==> src/eld_cfg.svh <==
// Summary of operation
// - Busy set, ready cleared while loader runs
// - Byte 0 not A5h: sync PHYs, finish
// - Bytes 1-6 written to switch MAC registers
// - Strap flag A5h: bytes 8-11 into straps
// - Bad strap flag: read, discard four bytes
// - Always push current straps into PHY registers
// - Bytes 8,9 hold port 1,2 straps
// - Byte 10 port 0, byte 11 LEDs
// - Rewrite each port PHY advertise/modes/control whole
// - Port PHY control write sets restart autoneg
// - Return PHY management registers to defaults
// - Rewrite virtual PHY three registers whole
// - Virtual PHY control sets restart autoneg
// - Reload LED and three manual flowctl registers
// - Byte 12 not A5h: finish, clear busy
// - Byte 13 burst count, bursts address/count/data
// - First data byte is word bits 31:24
// - Byte address is DWORD address plus 00
// - Write only when CSR and PHY idle
// - EEPROM address past size limit: overflow, stop
// - After last burst: wait state, clear busy
// - Pin reset samples straps, then loader runs
// - Reload or digital reset also rewrites PHYs
`ifndef ELD_CFG_SVH
`define ELD_CFG_SVH
`define ELD_MAGIC       8'hA5
`define ELD_APB_CTRL    12'h000
`define ELD_APB_STATUS  12'h004
`define ELD_APB_STRAPS  12'h008
`define ELD_STRAP_RST   32'h0000_0000
`define ELD_LIMIT_0     16'h007F
`define ELD_LIMIT_1     16'h07FF
`define ELD_LIMIT_2     16'h3FFF
`define ELD_LIMIT_3     16'hFFFF
`define ELD_MAC_LO      10'h0A0
`define ELD_MAC_HI      10'h0A4
`define ELD_P1_ADV      10'h200
`define ELD_P1_MODES    10'h204
`define ELD_P1_BASIC    10'h208
`define ELD_P2_ADV      10'h210
`define ELD_P2_MODES    10'h214
`define ELD_P2_BASIC    10'h218
`define ELD_PHY_MGMT_ACCESS_REG  10'h0A8
`define ELD_PMI_DATA    10'h0AC
`define ELD_VP_ADV      10'h220
`define ELD_VP_SPECIAL  10'h224
`define ELD_VP_BASIC    10'h228
`define ELD_LED_CONFIG_REG     10'h1BC
`define ELD_MFC0        10'h1A0
`define ELD_MFC1        10'h1A4
`define ELD_MFC2        10'h1A8
`define ELD_SYNC_LAST   4'hE
`define ELD_B_RESTART   9
`define ELD_B_ANEN      12
`define ELD_B_SPEED     13
`define ELD_B_DUPLEX    8
`endif

==> src/eld_pkg.sv <==
package eld_pkg;
    typedef enum logic [2:0] {S_IDLE, S_READ, S_SYNC, S_WRITE, S_DONE} eld_state_type;
    typedef enum logic [3:0] {PH_VALID, PH_MAC, PH_SFLAG, PH_STRAP, PH_BFLAG,
                              PH_NBURST, PH_BHI, PH_BLO, PH_DATA} eld_phase_type;
    typedef enum logic [1:0] {WK_MAC_LO, WK_MAC_HI, WK_SYNC, WK_BURST} eld_wkind_type;
    typedef struct packed {
        logic [9:0]  addr;
        logic [31:0] data;
    } eld_wr_type;
endpackage

==> src/eld_loader.sv <==
// The APB slave port and the register addresses were left to the implementer.
`timescale 1ns/1ps
`include "eld_cfg.svh"
module eld_loader (
    // Clock, reset, enable
    input  wire logic               clk_sys,
    input  wire logic               srst,
    input  wire logic               clk_en,
    // APB slave
    input  wire logic               psel,
    input  wire logic               penable,
    input  wire logic               pwrite,
    input  wire logic [11:0]        paddr,
    input  wire logic [31:0]        pwdata,
    output logic [31:0]             prdata,
    output logic                    pready,
    output logic                    pslverr,
    // Start events
    input  wire logic               strap_capture,
    input  wire logic               load_start,
    // Hardware straps
    input  wire logic [31:0]        hw_straps,
    input  wire logic [1:0]         eeprom_size_strap,
    // EEPROM controller read port
    output logic                    ee_rd_req,
    output logic [15:0]             ee_rd_addr,
    input  wire logic               ee_rd_valid,
    input  wire logic [7:0]         ee_rd_data,
    // System register write port
    output logic                    reg_wr_req,
    output eld_pkg::eld_wr_type     reg_wr,
    input  wire logic               reg_wr_ack,
    input  wire logic               switch_flag_a,
    input  wire logic               phy_mgmt_busy_flag,
    // Status
    output logic                    eeprom_ctrl_busy_flag,
    output logic                    device_ready,
    output logic                    loader_overflow,
    output logic [31:0]             strap_cfg
);
    import eld_pkg::*;

    eld_state_type state_q;
    eld_phase_type phase_q;
    eld_wkind_type wk_q;
    eld_wr_type    wr_q;
    logic [31:0]   straps_q;
    logic [47:0]   mac_q;
    logic [31:0]   word_q;
    logic [15:0]   ee_addr_q;
    logic [7:0]    nb_q;
    logic [7:0]    cnt_q;
    logic [7:0]    dw_addr_q;
    logic [3:0]    sync_idx_q;
    logic [2:0]    step_q;
    logic          busy_q;
    logic          ovf_q;
    logic          ee_ok_q;
    logic          sflag_ok_q;
    logic          reload_q;
    logic [31:0]   prdata_q;

    ////////////////////////////////////////////////////////////////////////////////
    function automatic logic [31:0] phy_adv(input logic spd, input logic dup,
                                            input logic fc);
        phy_adv = {21'h000000, fc, 1'b0, spd & dup, spd, dup, 1'b1, 5'h01};
    endfunction

    function automatic logic [31:0] phy_basic(input logic spd, input logic dup,
                                              input logic an);
        logic [31:0] v;
        v = 32'h0000_0000;
        v[`ELD_B_SPEED]   = spd;
        v[`ELD_B_ANEN]    = an;
        v[`ELD_B_DUPLEX]  = dup;
        v[`ELD_B_RESTART] = 1'b1;
        phy_basic = v;
    endfunction

    // Strap-derived defaults, each register written whole
    function automatic eld_wr_type sync_item(input logic [3:0] idx, input logic [31:0] s);
        logic [7:0] p1;
        logic [7:0] p2;
        logic [7:0] p0;
        logic [7:0] led;
        eld_wr_type w;
        p1  = s[7:0];
        p2  = s[15:8];
        p0  = s[23:16];
        led = s[31:24];
        w.addr = `ELD_PHY_MGMT_ACCESS_REG;
        w.data = 32'h0000_0000;
        unique case (idx)
            4'h0: w = '{`ELD_P1_ADV,   phy_adv(p1[2], p1[1], p1[6])};
            4'h1: w = '{`ELD_P1_MODES, {24'h000000, p1[2:0], 5'h00}};
            4'h2: w = '{`ELD_P1_BASIC, phy_basic(p1[2], p1[1], p1[0])};
            4'h3: w = '{`ELD_P2_ADV,   phy_adv(p2[2], p2[1], p2[6])};
            4'h4: w = '{`ELD_P2_MODES, {24'h000000, p2[2:0], 5'h00}};
            4'h5: w = '{`ELD_P2_BASIC, phy_basic(p2[2], p2[1], p2[0])};
            4'h6: w = '{`ELD_PHY_MGMT_ACCESS_REG, 32'h0000_0000};
            4'h7: w = '{`ELD_PMI_DATA,   32'h0000_0000};
            4'h8: w = '{`ELD_VP_ADV,     phy_adv(p0[2], 1'b1, p0[4])};
            4'h9: w = '{`ELD_VP_SPECIAL, {30'h00000000, p0[1:0]}};
            4'hA: w = '{`ELD_VP_BASIC,   phy_basic(p0[2], 1'b1, 1'b1)};
            4'hB: w = '{`ELD_LED_CONFIG_REG, {22'h000000, led[7:6], 2'h0, led[5:0]}};
            4'hC: w = '{`ELD_MFC0, {29'h00000000, p0[5:3]}};
            4'hD: w = '{`ELD_MFC1, {29'h00000000, p1[7:5]}};
            4'hE: w = '{`ELD_MFC2, {29'h00000000, p2[7:5]}};
            default: w = '{`ELD_PHY_MGMT_ACCESS_REG, 32'h0000_0000};
        endcase
        sync_item = w;
    endfunction

    function automatic logic [15:0] size_limit(input logic [1:0] sz);
        unique case (sz)
            2'd0: size_limit = `ELD_LIMIT_0;
            2'd1: size_limit = `ELD_LIMIT_1;
            2'd2: size_limit = `ELD_LIMIT_2;
            default: size_limit = `ELD_LIMIT_3;
        endcase
    endfunction

    ////////////////////////////////////////////////////////////////////////////////
    // Decode
    wire        start_w  = strap_capture | load_start | reload_q;
    wire        over_w   = ee_addr_q > size_limit(eeprom_size_strap);
    wire        got_w    = (state_q == S_READ) && !over_w && ee_rd_valid;
    wire        magic_w  = ee_rd_data == `ELD_MAGIC;
    wire [47:0] mac_w    = {ee_rd_data, mac_q[47:8]};
    wire [31:0] word_w   = {word_q[23:0], ee_rd_data};
    wire        idle_w   = !switch_flag_a && !phy_mgmt_busy_flag;
    wire        fire_w   = reg_wr_req && reg_wr_ack;
    wire        last_b_w = nb_q == 8'h01;
    wire        apb_acc  = psel && penable && clk_en;
    wire        apb_ctrl = paddr == `ELD_APB_CTRL;
    wire        apb_map  = apb_ctrl || paddr == `ELD_APB_STATUS || paddr == `ELD_APB_STRAPS;
    wire        reload_w = apb_acc && pwrite && apb_ctrl && pwdata[0];
    wire [31:0] status_w = {28'h0000000, ee_ok_q, ovf_q, !busy_q, busy_q};
    wire [31:0] rd_mux_w = (paddr == `ELD_APB_STATUS) ? status_w :
                           (paddr == `ELD_APB_STRAPS)  ? straps_q : 32'h0000_0000;

    assign ee_rd_req             = (state_q == S_READ) && !over_w;
    assign ee_rd_addr            = ee_addr_q;
    assign reg_wr_req            = (state_q == S_WRITE) && idle_w;
    assign reg_wr                = wr_q;
    assign eeprom_ctrl_busy_flag = busy_q;
    assign device_ready          = !busy_q;
    assign loader_overflow       = ovf_q;
    assign strap_cfg             = straps_q;
    assign pready                = clk_en;
    assign pslverr               = psel && penable && !apb_map;
    assign prdata                = prdata_q;

    ////////////////////////////////////////////////////////////////////////////////
    // APB read data latched in setup, zero wait states
    always_ff @(posedge clk_sys) begin
        if (srst) begin
            prdata_q <= 32'h0000_0000;
        end else if (clk_en && psel && !penable) begin
            prdata_q <= rd_mux_w;
        end
    end

    // Reload request: a new request beats the consume in the same cycle
    always_ff @(posedge clk_sys) begin
        if (srst) begin
            reload_q <= 1'b0;
        end else if (clk_en) begin
            if (reload_w && state_q == S_IDLE) begin
                reload_q <= 1'b1;
            end else if (state_q == S_IDLE) begin
                reload_q <= 1'b0;
            end
        end
    end

    ////////////////////////////////////////////////////////////////////////////////
    // Loader sequencer
    always_ff @(posedge clk_sys) begin
        if (srst) begin
            state_q    <= S_IDLE;
            phase_q    <= PH_VALID;
            wk_q       <= WK_SYNC;
            wr_q       <= '0;
            straps_q   <= `ELD_STRAP_RST;
            mac_q      <= '0;
            word_q     <= '0;
            ee_addr_q  <= '0;
            nb_q       <= '0;
            cnt_q      <= '0;
            dw_addr_q  <= '0;
            sync_idx_q <= '0;
            step_q     <= '0;
            busy_q     <= 1'b0;
            ovf_q      <= 1'b0;
            ee_ok_q    <= 1'b0;
            sflag_ok_q <= 1'b0;
        end else if (clk_en) begin
            unique case (state_q)
                S_IDLE: begin
                    if (start_w) begin
                        if (strap_capture) begin
                            straps_q <= hw_straps;
                        end
                        busy_q    <= 1'b1;
                        ovf_q     <= 1'b0;
                        ee_addr_q <= '0;
                        phase_q   <= PH_VALID;
                        state_q   <= S_READ;
                    end
                end
                S_READ: begin
                    if (over_w) begin
                        ovf_q   <= 1'b1;
                        state_q <= S_DONE;
                    end else if (ee_rd_valid) begin
                        ee_addr_q <= ee_addr_q + 16'h0001;
                        unique case (phase_q)
                            PH_VALID: begin
                                ee_ok_q    <= magic_w;
                                step_q     <= '0;
                                sync_idx_q <= '0;
                                if (magic_w) begin
                                    phase_q <= PH_MAC;
                                end else begin
                                    state_q <= S_SYNC;
                                end
                            end
                            PH_MAC: begin
                                mac_q  <= mac_w;
                                step_q <= step_q + 3'd1;
                                if (step_q == 3'd5) begin
                                    wr_q    <= '{`ELD_MAC_LO, mac_w[31:0]};
                                    wk_q    <= WK_MAC_LO;
                                    state_q <= S_WRITE;
                                end
                            end
                            PH_SFLAG: begin
                                sflag_ok_q <= magic_w;
                                step_q     <= '0;
                                phase_q    <= PH_STRAP;
                            end
                            PH_STRAP: begin
                                if (sflag_ok_q) begin
                                    straps_q[step_q[1:0]*8 +: 8] <= ee_rd_data;
                                end
                                step_q <= step_q + 3'd1;
                                if (step_q == 3'd3) begin
                                    sync_idx_q <= '0;
                                    state_q    <= S_SYNC;
                                end
                            end
                            PH_BFLAG: begin
                                if (magic_w) begin
                                    phase_q <= PH_NBURST;
                                end else begin
                                    state_q <= S_DONE;
                                end
                            end
                            PH_NBURST: begin
                                nb_q <= ee_rd_data;
                                if (ee_rd_data == 8'h00) begin
                                    state_q <= S_DONE;
                                end else begin
                                    phase_q <= PH_BHI;
                                end
                            end
                            PH_BHI: begin
                                dw_addr_q <= ee_rd_data;
                                phase_q   <= PH_BLO;
                            end
                            PH_BLO: begin
                                cnt_q  <= ee_rd_data;
                                step_q <= '0;
                                if (ee_rd_data != 8'h00) begin
                                    phase_q <= PH_DATA;
                                end else if (last_b_w) begin
                                    state_q <= S_DONE;
                                end else begin
                                    nb_q    <= nb_q - 8'h01;
                                    phase_q <= PH_BHI;
                                end
                            end
                            PH_DATA: begin
                                word_q <= word_w;
                                step_q <= step_q + 3'd1;
                                if (step_q == 3'd3) begin
                                    wr_q    <= '{{dw_addr_q, 2'b00}, word_w};
                                    wk_q    <= WK_BURST;
                                    state_q <= S_WRITE;
                                end
                            end
                            default: state_q <= S_DONE;
                        endcase
                    end
                end
                S_SYNC: begin
                    wr_q    <= sync_item(sync_idx_q, straps_q);
                    wk_q    <= WK_SYNC;
                    state_q <= S_WRITE;
                end
                S_WRITE: begin
                    if (fire_w) begin
                        unique case (wk_q)
                            WK_MAC_LO: begin
                                wr_q <= '{`ELD_MAC_HI, {16'h0000, mac_q[47:32]}};
                                wk_q <= WK_MAC_HI;
                            end
                            WK_MAC_HI: begin
                                phase_q <= PH_SFLAG;
                                state_q <= S_READ;
                            end
                            WK_SYNC: begin
                                if (sync_idx_q != `ELD_SYNC_LAST) begin
                                    sync_idx_q <= sync_idx_q + 4'h1;
                                    state_q    <= S_SYNC;
                                end else if (ee_ok_q) begin
                                    phase_q <= PH_BFLAG;
                                    state_q <= S_READ;
                                end else begin
                                    state_q <= S_DONE;
                                end
                            end
                            WK_BURST: begin
                                dw_addr_q <= dw_addr_q + 8'h01;
                                step_q    <= '0;
                                state_q   <= S_READ;
                                if (cnt_q != 8'h01) begin
                                    cnt_q <= cnt_q - 8'h01;
                                end else if (last_b_w) begin
                                    state_q <= S_DONE;
                                end else begin
                                    nb_q    <= nb_q - 8'h01;
                                    phase_q <= PH_BHI;
                                end
                            end
                        endcase
                    end
                end
                S_DONE: begin
                    busy_q  <= 1'b0;
                    state_q <= S_IDLE;
                end
            endcase
        end
    end
endmodule

==> config.mk <==
export PLATFORM = sky130hd
export DESIGN_NAME = eld_loader
export DESIGN_NICKNAME = d
export VERILOG_FILES = /design/src/eld_pkg.sv /design/src/eld_loader.sv
export VERILOG_INCLUDE_DIRS = /design/src
export SDC_FILE = /design/constraint.sdc
export NUM_CORES = 1
export LEC_CHECK = 0
export ABC_AREA = 1
export BUFFER_PORTS_ARGS = -buffer_cell sky130_fd_sc_hd__buf_4
export CORE_UTILIZATION = 35
export CTS_CLUSTER_DIAMETER = 50
export CTS_CLUSTER_SIZE = 20
export DETAILED_ROUTE_END_ITERATION = 12
export GPL_TIMING_DRIVEN = 1
export HOLD_SLACK_MARGIN = 0.12
export PLACE_DENSITY = 0.57
export SETUP_SLACK_MARGIN = 0.2
export SYNTH_ARGS = -nofsm -noshare
export SYNTH_HDL_FRONTEND = slang
export SYNTH_SLANG_ARGS = --single-unit
==> constraint.sdc <==
create_clock -name clk_sys -period 2.34 [get_ports clk_sys]
set_input_delay 0 -clock clk_sys [delete_from_list [all_inputs] [get_ports clk_sys]]
set_output_delay 0 -clock clk_sys [all_outputs]
set_load 0.01 [all_outputs]
* Word-level counts from Yosys, hierarchy flattened
Cells that the tools add are included.
** Storage, ports and cells
- Input port bits :: 98
- Register bits :: 239
- Output and inout bits :: 129
** Operators by class
- Shift-type cells :: 2
- Add/sub/neg operators :: 7
- Equal/unequal tests :: 80
- Reductions and logical operators :: 55
- $lt $le $gt $ge :: 1
- Bitwise gates (word level) :: 5
- Mux-type cells :: 109
** Operators with widths (number)
- $pmux 42 s14 :: 1
- $mux 32 :: 8
- $mux 42 :: 6
- $mux 8 :: 18
- $pmux 42 s3 :: 1
- $pmux 42 s2 :: 1
- $mux 4 :: 18
- $pmux 32 s2 :: 1
- $pmux 8 s2 :: 4
- $mux 3 :: 20
- $mux 16 :: 3
- $pmux 16 s3 :: 1
- $ne 3x3->1 const B :: 13
- $ne 4x4->1 const B :: 9
- $neg 5->34 :: 1
- $shift 8x34->32 const A :: 1
- $shiftx 8x34->32 :: 1
- $bwmux 32 :: 1
- $eq 4x4->1 const B :: 8
- $pmux 16 s2 :: 1
- $eq 4x3->1 const B :: 7
- $reduce_and 14->1 :: 2
- $reduce_and 9->1 :: 3
- $reduce_and 5->1 :: 5
- other kinds (56) :: 125

* Longest topological paths before layout
- Depth in word-level cells :: 8
- Mapped depth :: 17
- Depth with buffers taken out :: 16

* Worst setup path before layout
OpenSTA, ideal clock, no wires.
- Kind :: reg2reg
- Start :: reg step_q[0]
- End :: reg straps_q[17], in the netlist strap_cfg[17]
- Buffers on the path :: 1
- Data arrival time :: 2.164 ns
- Path slack :: 0.112 ns
- Cell stages (with the launch flop) :: 11
- Required time :: 2.276 ns
- Period minus slack after synthesis :: 2.228 ns
- Setup time :: 0.064 ns
- Path through :: dfxtp_1 clkbuf_1 inv_1 ha_1 inv_1 nor3_1 nand3_1 nand2_1 o21ai_0 and3_1 nor2_1
** Between the ends
- Cells in the longest elaborated chain, start to end :: 8
** Ends and longest elaborated chain
- start: declaration :: RTL line eld_loader.sv:55 : logic [2:0] step_q;
- start signal: assignment :: RTL line eld_loader.sv:231 : step_q <= step_q + 3'd1;
- start signal: assignment :: RTL line eld_loader.sv:247 : step_q <= step_q + 3'd1;
- start signal: assignment :: RTL line eld_loader.sv:286 : step_q <= step_q + 3'd1;
- $neg 5->34 (*) :: RTL line eld_loader.sv:245 : straps_q[step_q[1:0]*8 +: 8] <= ee_rd_data;
- $shiftx 8x34->32 / $shift 8x34->32 (equally long branches) :: RTL line eld_loader.sv:245
- $bwmux 32 (*) :: RTL line eld_loader.sv:245
- $mux 32 (*) :: RTL line eld_loader.sv:244 : if (sflag_ok_q) begin
- $mux 32 (*) :: RTL line eld_loader.sv:218 : unique case (phase_q)
- $mux 32 (*) :: RTL line eld_loader.sv:216 : end else if (ee_rd_valid) begin
- $mux 32 (*) :: RTL line eld_loader.sv:213 : if (over_w) begin
- $pmux 32 s2 (*) :: RTL line eld_loader.sv:199 : unique case (state_q)
- end signal: assignment :: RTL line eld_loader.sv:185 : straps_q <= `ELD_STRAP_RST;
- end signal: assignment :: RTL line eld_loader.sv:203 : straps_q <= hw_straps;
- end signal: indexed assignment :: RTL line eld_loader.sv:245
- end: declaration :: RTL line eld_loader.sv:47 : logic [31:0] straps_q;
Every way passes the cells marked *; elsewhere a longest branch is shown, timed or not. The select of a mux whose other input is x is not followed.
A chain may end at the register's enable or synchronous reset.

* Final worst setup path
- Start :: reg ee_addr_q[1], in the netlist ee_rd_addr[1]
- End :: reg mac_q[8]
** Between the ends
- Cells in the longest elaborated chain, start to end :: 3
** Ends and longest elaborated chain
- start: declaration :: RTL line eld_loader.sv:50 : logic [15:0] ee_addr_q;
- start signal: assignment :: RTL line eld_loader.sv:217 : ee_addr_q <= ee_addr_q + 16'h0001;
- $gt 16x16->1 :: RTL line eld_loader.sv:126 : wire over_w = ee_addr_q > size_limit(eeprom_size_strap);
- $not 1->1 (no line)
- $reduce_and 5->1 (no line)
- end signal: assignment :: RTL line eld_loader.sv:230 : mac_q <= mac_w;
- end: declaration :: RTL line eld_loader.sv:48 : logic [47:0] mac_q;
No other way between the ends.

==> summary.txt <==
Run status
  • Outcome: finished, final reports clean

Pwr
  • VDD IR max: 0.598 mV
  • Leakage: ~7.6 nW
  • Pwr/cell area: roughly 770 nW/µm²
  • Total power: approximately 13 mW

Synth
  • Yosys warning count: 0
  • Synth top cells by count: nand2_1 (362), nor2_1 (361), dfxtp_1 (229), o21ai_0 (173), inv_1 (171)
  • Synth async-reset ratio: 0%
  • Gate Count Post-Synth: about 1900
  • Mean Syn Cell Area: ~6.6 µm²
  • Top cell type's share of synthesized area: a little under two fifths
  • Synth unique cells: between 50 and 60
  • Register area share after synthesis: between 30 and 40%
  • Post-synth top area cell: dfxtp_1
  • Count leader, synth: nand2_1
  • Post-synth EDFFs: 0
  • Synthesized area: roughly 12000 µm²
  • Ys flop type: dfxtp_1
  • Area contributors post-synth: dfxtp_1 (37%), nand2_1 (11%), nor2_1 (11%), o21ai_0 (6.9%), inv_1 (5.1%)
  • Post-synthesis register bit count: between 200 and 250

Setup path
  • Crit-path leading delay family: simple AND/OR/NAND/NOR gates
  • Critical path class: register to register
  • CP required: between 2000 and 3000 ps
  • Crit-path cells: ha_4, nand2_4, nor2_4, nand2_2, nor2_2, nand2_1, nand2_2, nand2_8, nor2_8, nand2_8, nor2_4, buf_12, clkbuf_16, o21ai_0, nor2_1
  • Critical Path Sink Type: register
  • Worst setup SP type: register
  • CP peak stage delay: approximately 360 ps
  • Crit path DAT: approximately 2600 ps
  • CP Max Fanout: 7
  • WP buf/inv: 2
  • Slowest CP cell: dfxtp_2

Clock tree
  • Clk buf depth: 3
  • CTS tree: built
  • Root Buffer: clkbuf_16
  • CTS H-tree depth: 1
  • Worst-Skew Late Latency: about 570 ps
  • Clk sinks: about 230
  • Total CTS buffers: 30
  • Clock transition at the registers of the reported paths: 60 ps

Placed design
  • Count of port buffers added during placement: a little under 200
  • Final Wtd Congestion: approximately 0.94
  • Post-DP HPWL: approximately 31000 µm
  • Placed cell count: roughly 2500
  • Pre-CTS WS: 91.5 ps
  • Placed inst area: 14600 µm²

Routing
  • Routed vias/inst: 5.15
  • Met2 wire length: 20800 µm
  • WL final: about 45000 µm
  • WL met3: 2260 µm
  • Wire per inst: roughly 17 µm
  • Via Count: 13700
  • Iter 0 DRT Violations: 1144
  • M1 WL: roughly 21000 µm
  • Pre-antenna DRT Iters: 5
  • # DRC: 0
  • Top layer in use: met4
  • Detail Route Antenna Nets: 0

Final layout
  • Antenna diodes: 0
  • Non-filler cells, final: between 2000 and 3000
  • Area added between synthesis and finish: 36.5%
  • Layout Nets: 2299
  • Fin area: between 15000 and 20000 µm²
  • End-of-flow core utilization: ~49%
  • Share of post-route cells with drive strength above 1: 21.5%

GRT
  • Global-route wire length before repair: ~69000 µm
  • Initial antenna violation count: 0
  • Grt ovf: 0
  • Tot GR Track Use: about a quarter
  • Largest net degree at the start of global routing: 80
  • Vias in the first global route: around 12000

Timing
  • Min Clock Period, post-route: about 2100 ps
  • Max-slew violations: 0
  • Hold_ws: 165 ps
  • Final setup TNS: 0 ps
  • RSZ-0062 raised after global routing: yes
  • Final hold viol count: 0
  • Clock skew: approximately 22 ps
  • Endpoints failing setup: 0
  • Achievable Freq: ~470 MHz
  • Slew margin rel.: about two fifths
  • Tcrit/Tclk final: around nine tenths
  • Least-Margin Pin Slew: ~920 ps
  • Final worst slack: approximately 210 ps

Floorplanning
  • Core region area: ~35000 µm²
  • Row cnt: about 70
  • Die H: around 190 µm
  • Die X: between 150 and 200 µm
  • Starting Density: between 30% and 40%
  • IO Count: about 230
  • Die area: 36400 µm²

Min path
  • Worst Hold Class: primary input to register

Run
  • Max Cap Viol: 0
## sequential cells by signal, summed over array words and instances, names as in the netlist, 2 cells and up
name        count
mac_q          40
reg_wr         40
prdata         32
strap_cfg      32
word_q         24
ee_rd_addr     16
cnt_q           8
dw_addr_q       8
nb_q            8
phase_q         4
sync_idx_q      4
state_q         3
step_q          3
wk_q            2
## final timing paths
path	from	to	slack [ps]	depth (start not counted)
max	ee_rd_addr[1]	mac_q[8]	210	15
min	paddr[8]	prdata[1]	170	9
max reg2reg	ee_rd_addr[1]	mac_q[8]	210	15
min reg2reg	word_q[15]	word_q[15]	460	2
## cells in the final DEF, fill, tap and decap left out, drive strengths merged, types with 4 or more instances in the layout
cell,synthesis,final
dlygate4sd3,0,59
inv,182,188
xnor2,4,4
a211oi,5,5
clkbuf,64,40
ha,21,21
and3,24,24
o22ai,8,8
clkinv,2,11
a31oi,7,7
o211ai,26,26
a22oi,22,22
dfxtp,229,229
or2,11,11
o221ai,6,6
a21oi,113,113
xor2,16,16
nand3,111,111
o21ai,184,184
nand2,373,373
nor2,375,375
nor3,30,30
buf,42,289
nand3b,4,4
nand4,22,22
o41ai,5,5
## power by group
part / internal, mW / switching, mW / leakage [nW]
Combinational: 1.49 / 2.26 / 5.23
Clock: 2.77 / 1.96 / 0.502
Sequential: 4.24 / 0.339 / 1.86
## cell families after synthesis
logic type	share of synthesized area (%)
AND/OR/NAND/NOR	32.7
XOR/XNOR	1.40
other	0.0301
AO/OA/AOI/OAI	17.5
adder cells (fa/ha/maj)	2.11
buffers and inverters	9.50
flip-flops	36.8
## worst reg2reg max path, stage by stage (launching register included)
cell       delay (ps)
dfxtp_2           360
ha_4              150
nand2_4            60
nor2_4            100
nand2_2            70
nor2_2            100
nand2_1            70
nand2_2           120
nand2_8            90
nor2_8            180
nand2_8           100
nor2_4            140
buf_12            150
clkbuf_16         170
o21ai_0            70
nor2_1            120
## per-layer routing
layer / GRT usage (%) / vias up
met5: 0 / -
met2: 37.9 / 427
li1: - / 6785
met1: 33.4 / 6422
met3: 3.00 / 63
met4: 6.15 / 0
## layout make-up
| class | count | area [µm²] |
|---|---|---|
| multi-input combinational | 1383 | 7070 |
| inverter | 184 | 702 |
| tap | 455 | 569 |
| sequential | 229 | 4600 |
| clock buffer | 36 | 815 |
| clock inverter | 20 | 218 |
| fill | 3506 | 17800 |
| timing repair buffer | 352 | 3040 |
## repair_timing
item | in CTS | in global routing
hold buffers | 60 | 0
setup endpoints to repair | 141 | 175
pin swaps | 10 | 31
resized for setup | 13 | 121
endpoints found under the hold margin | 141 | 0
gates cloned | 2 | 7
setup buffers | 9 | 12
No activity file was read; power rests on OpenSTA's default activity.
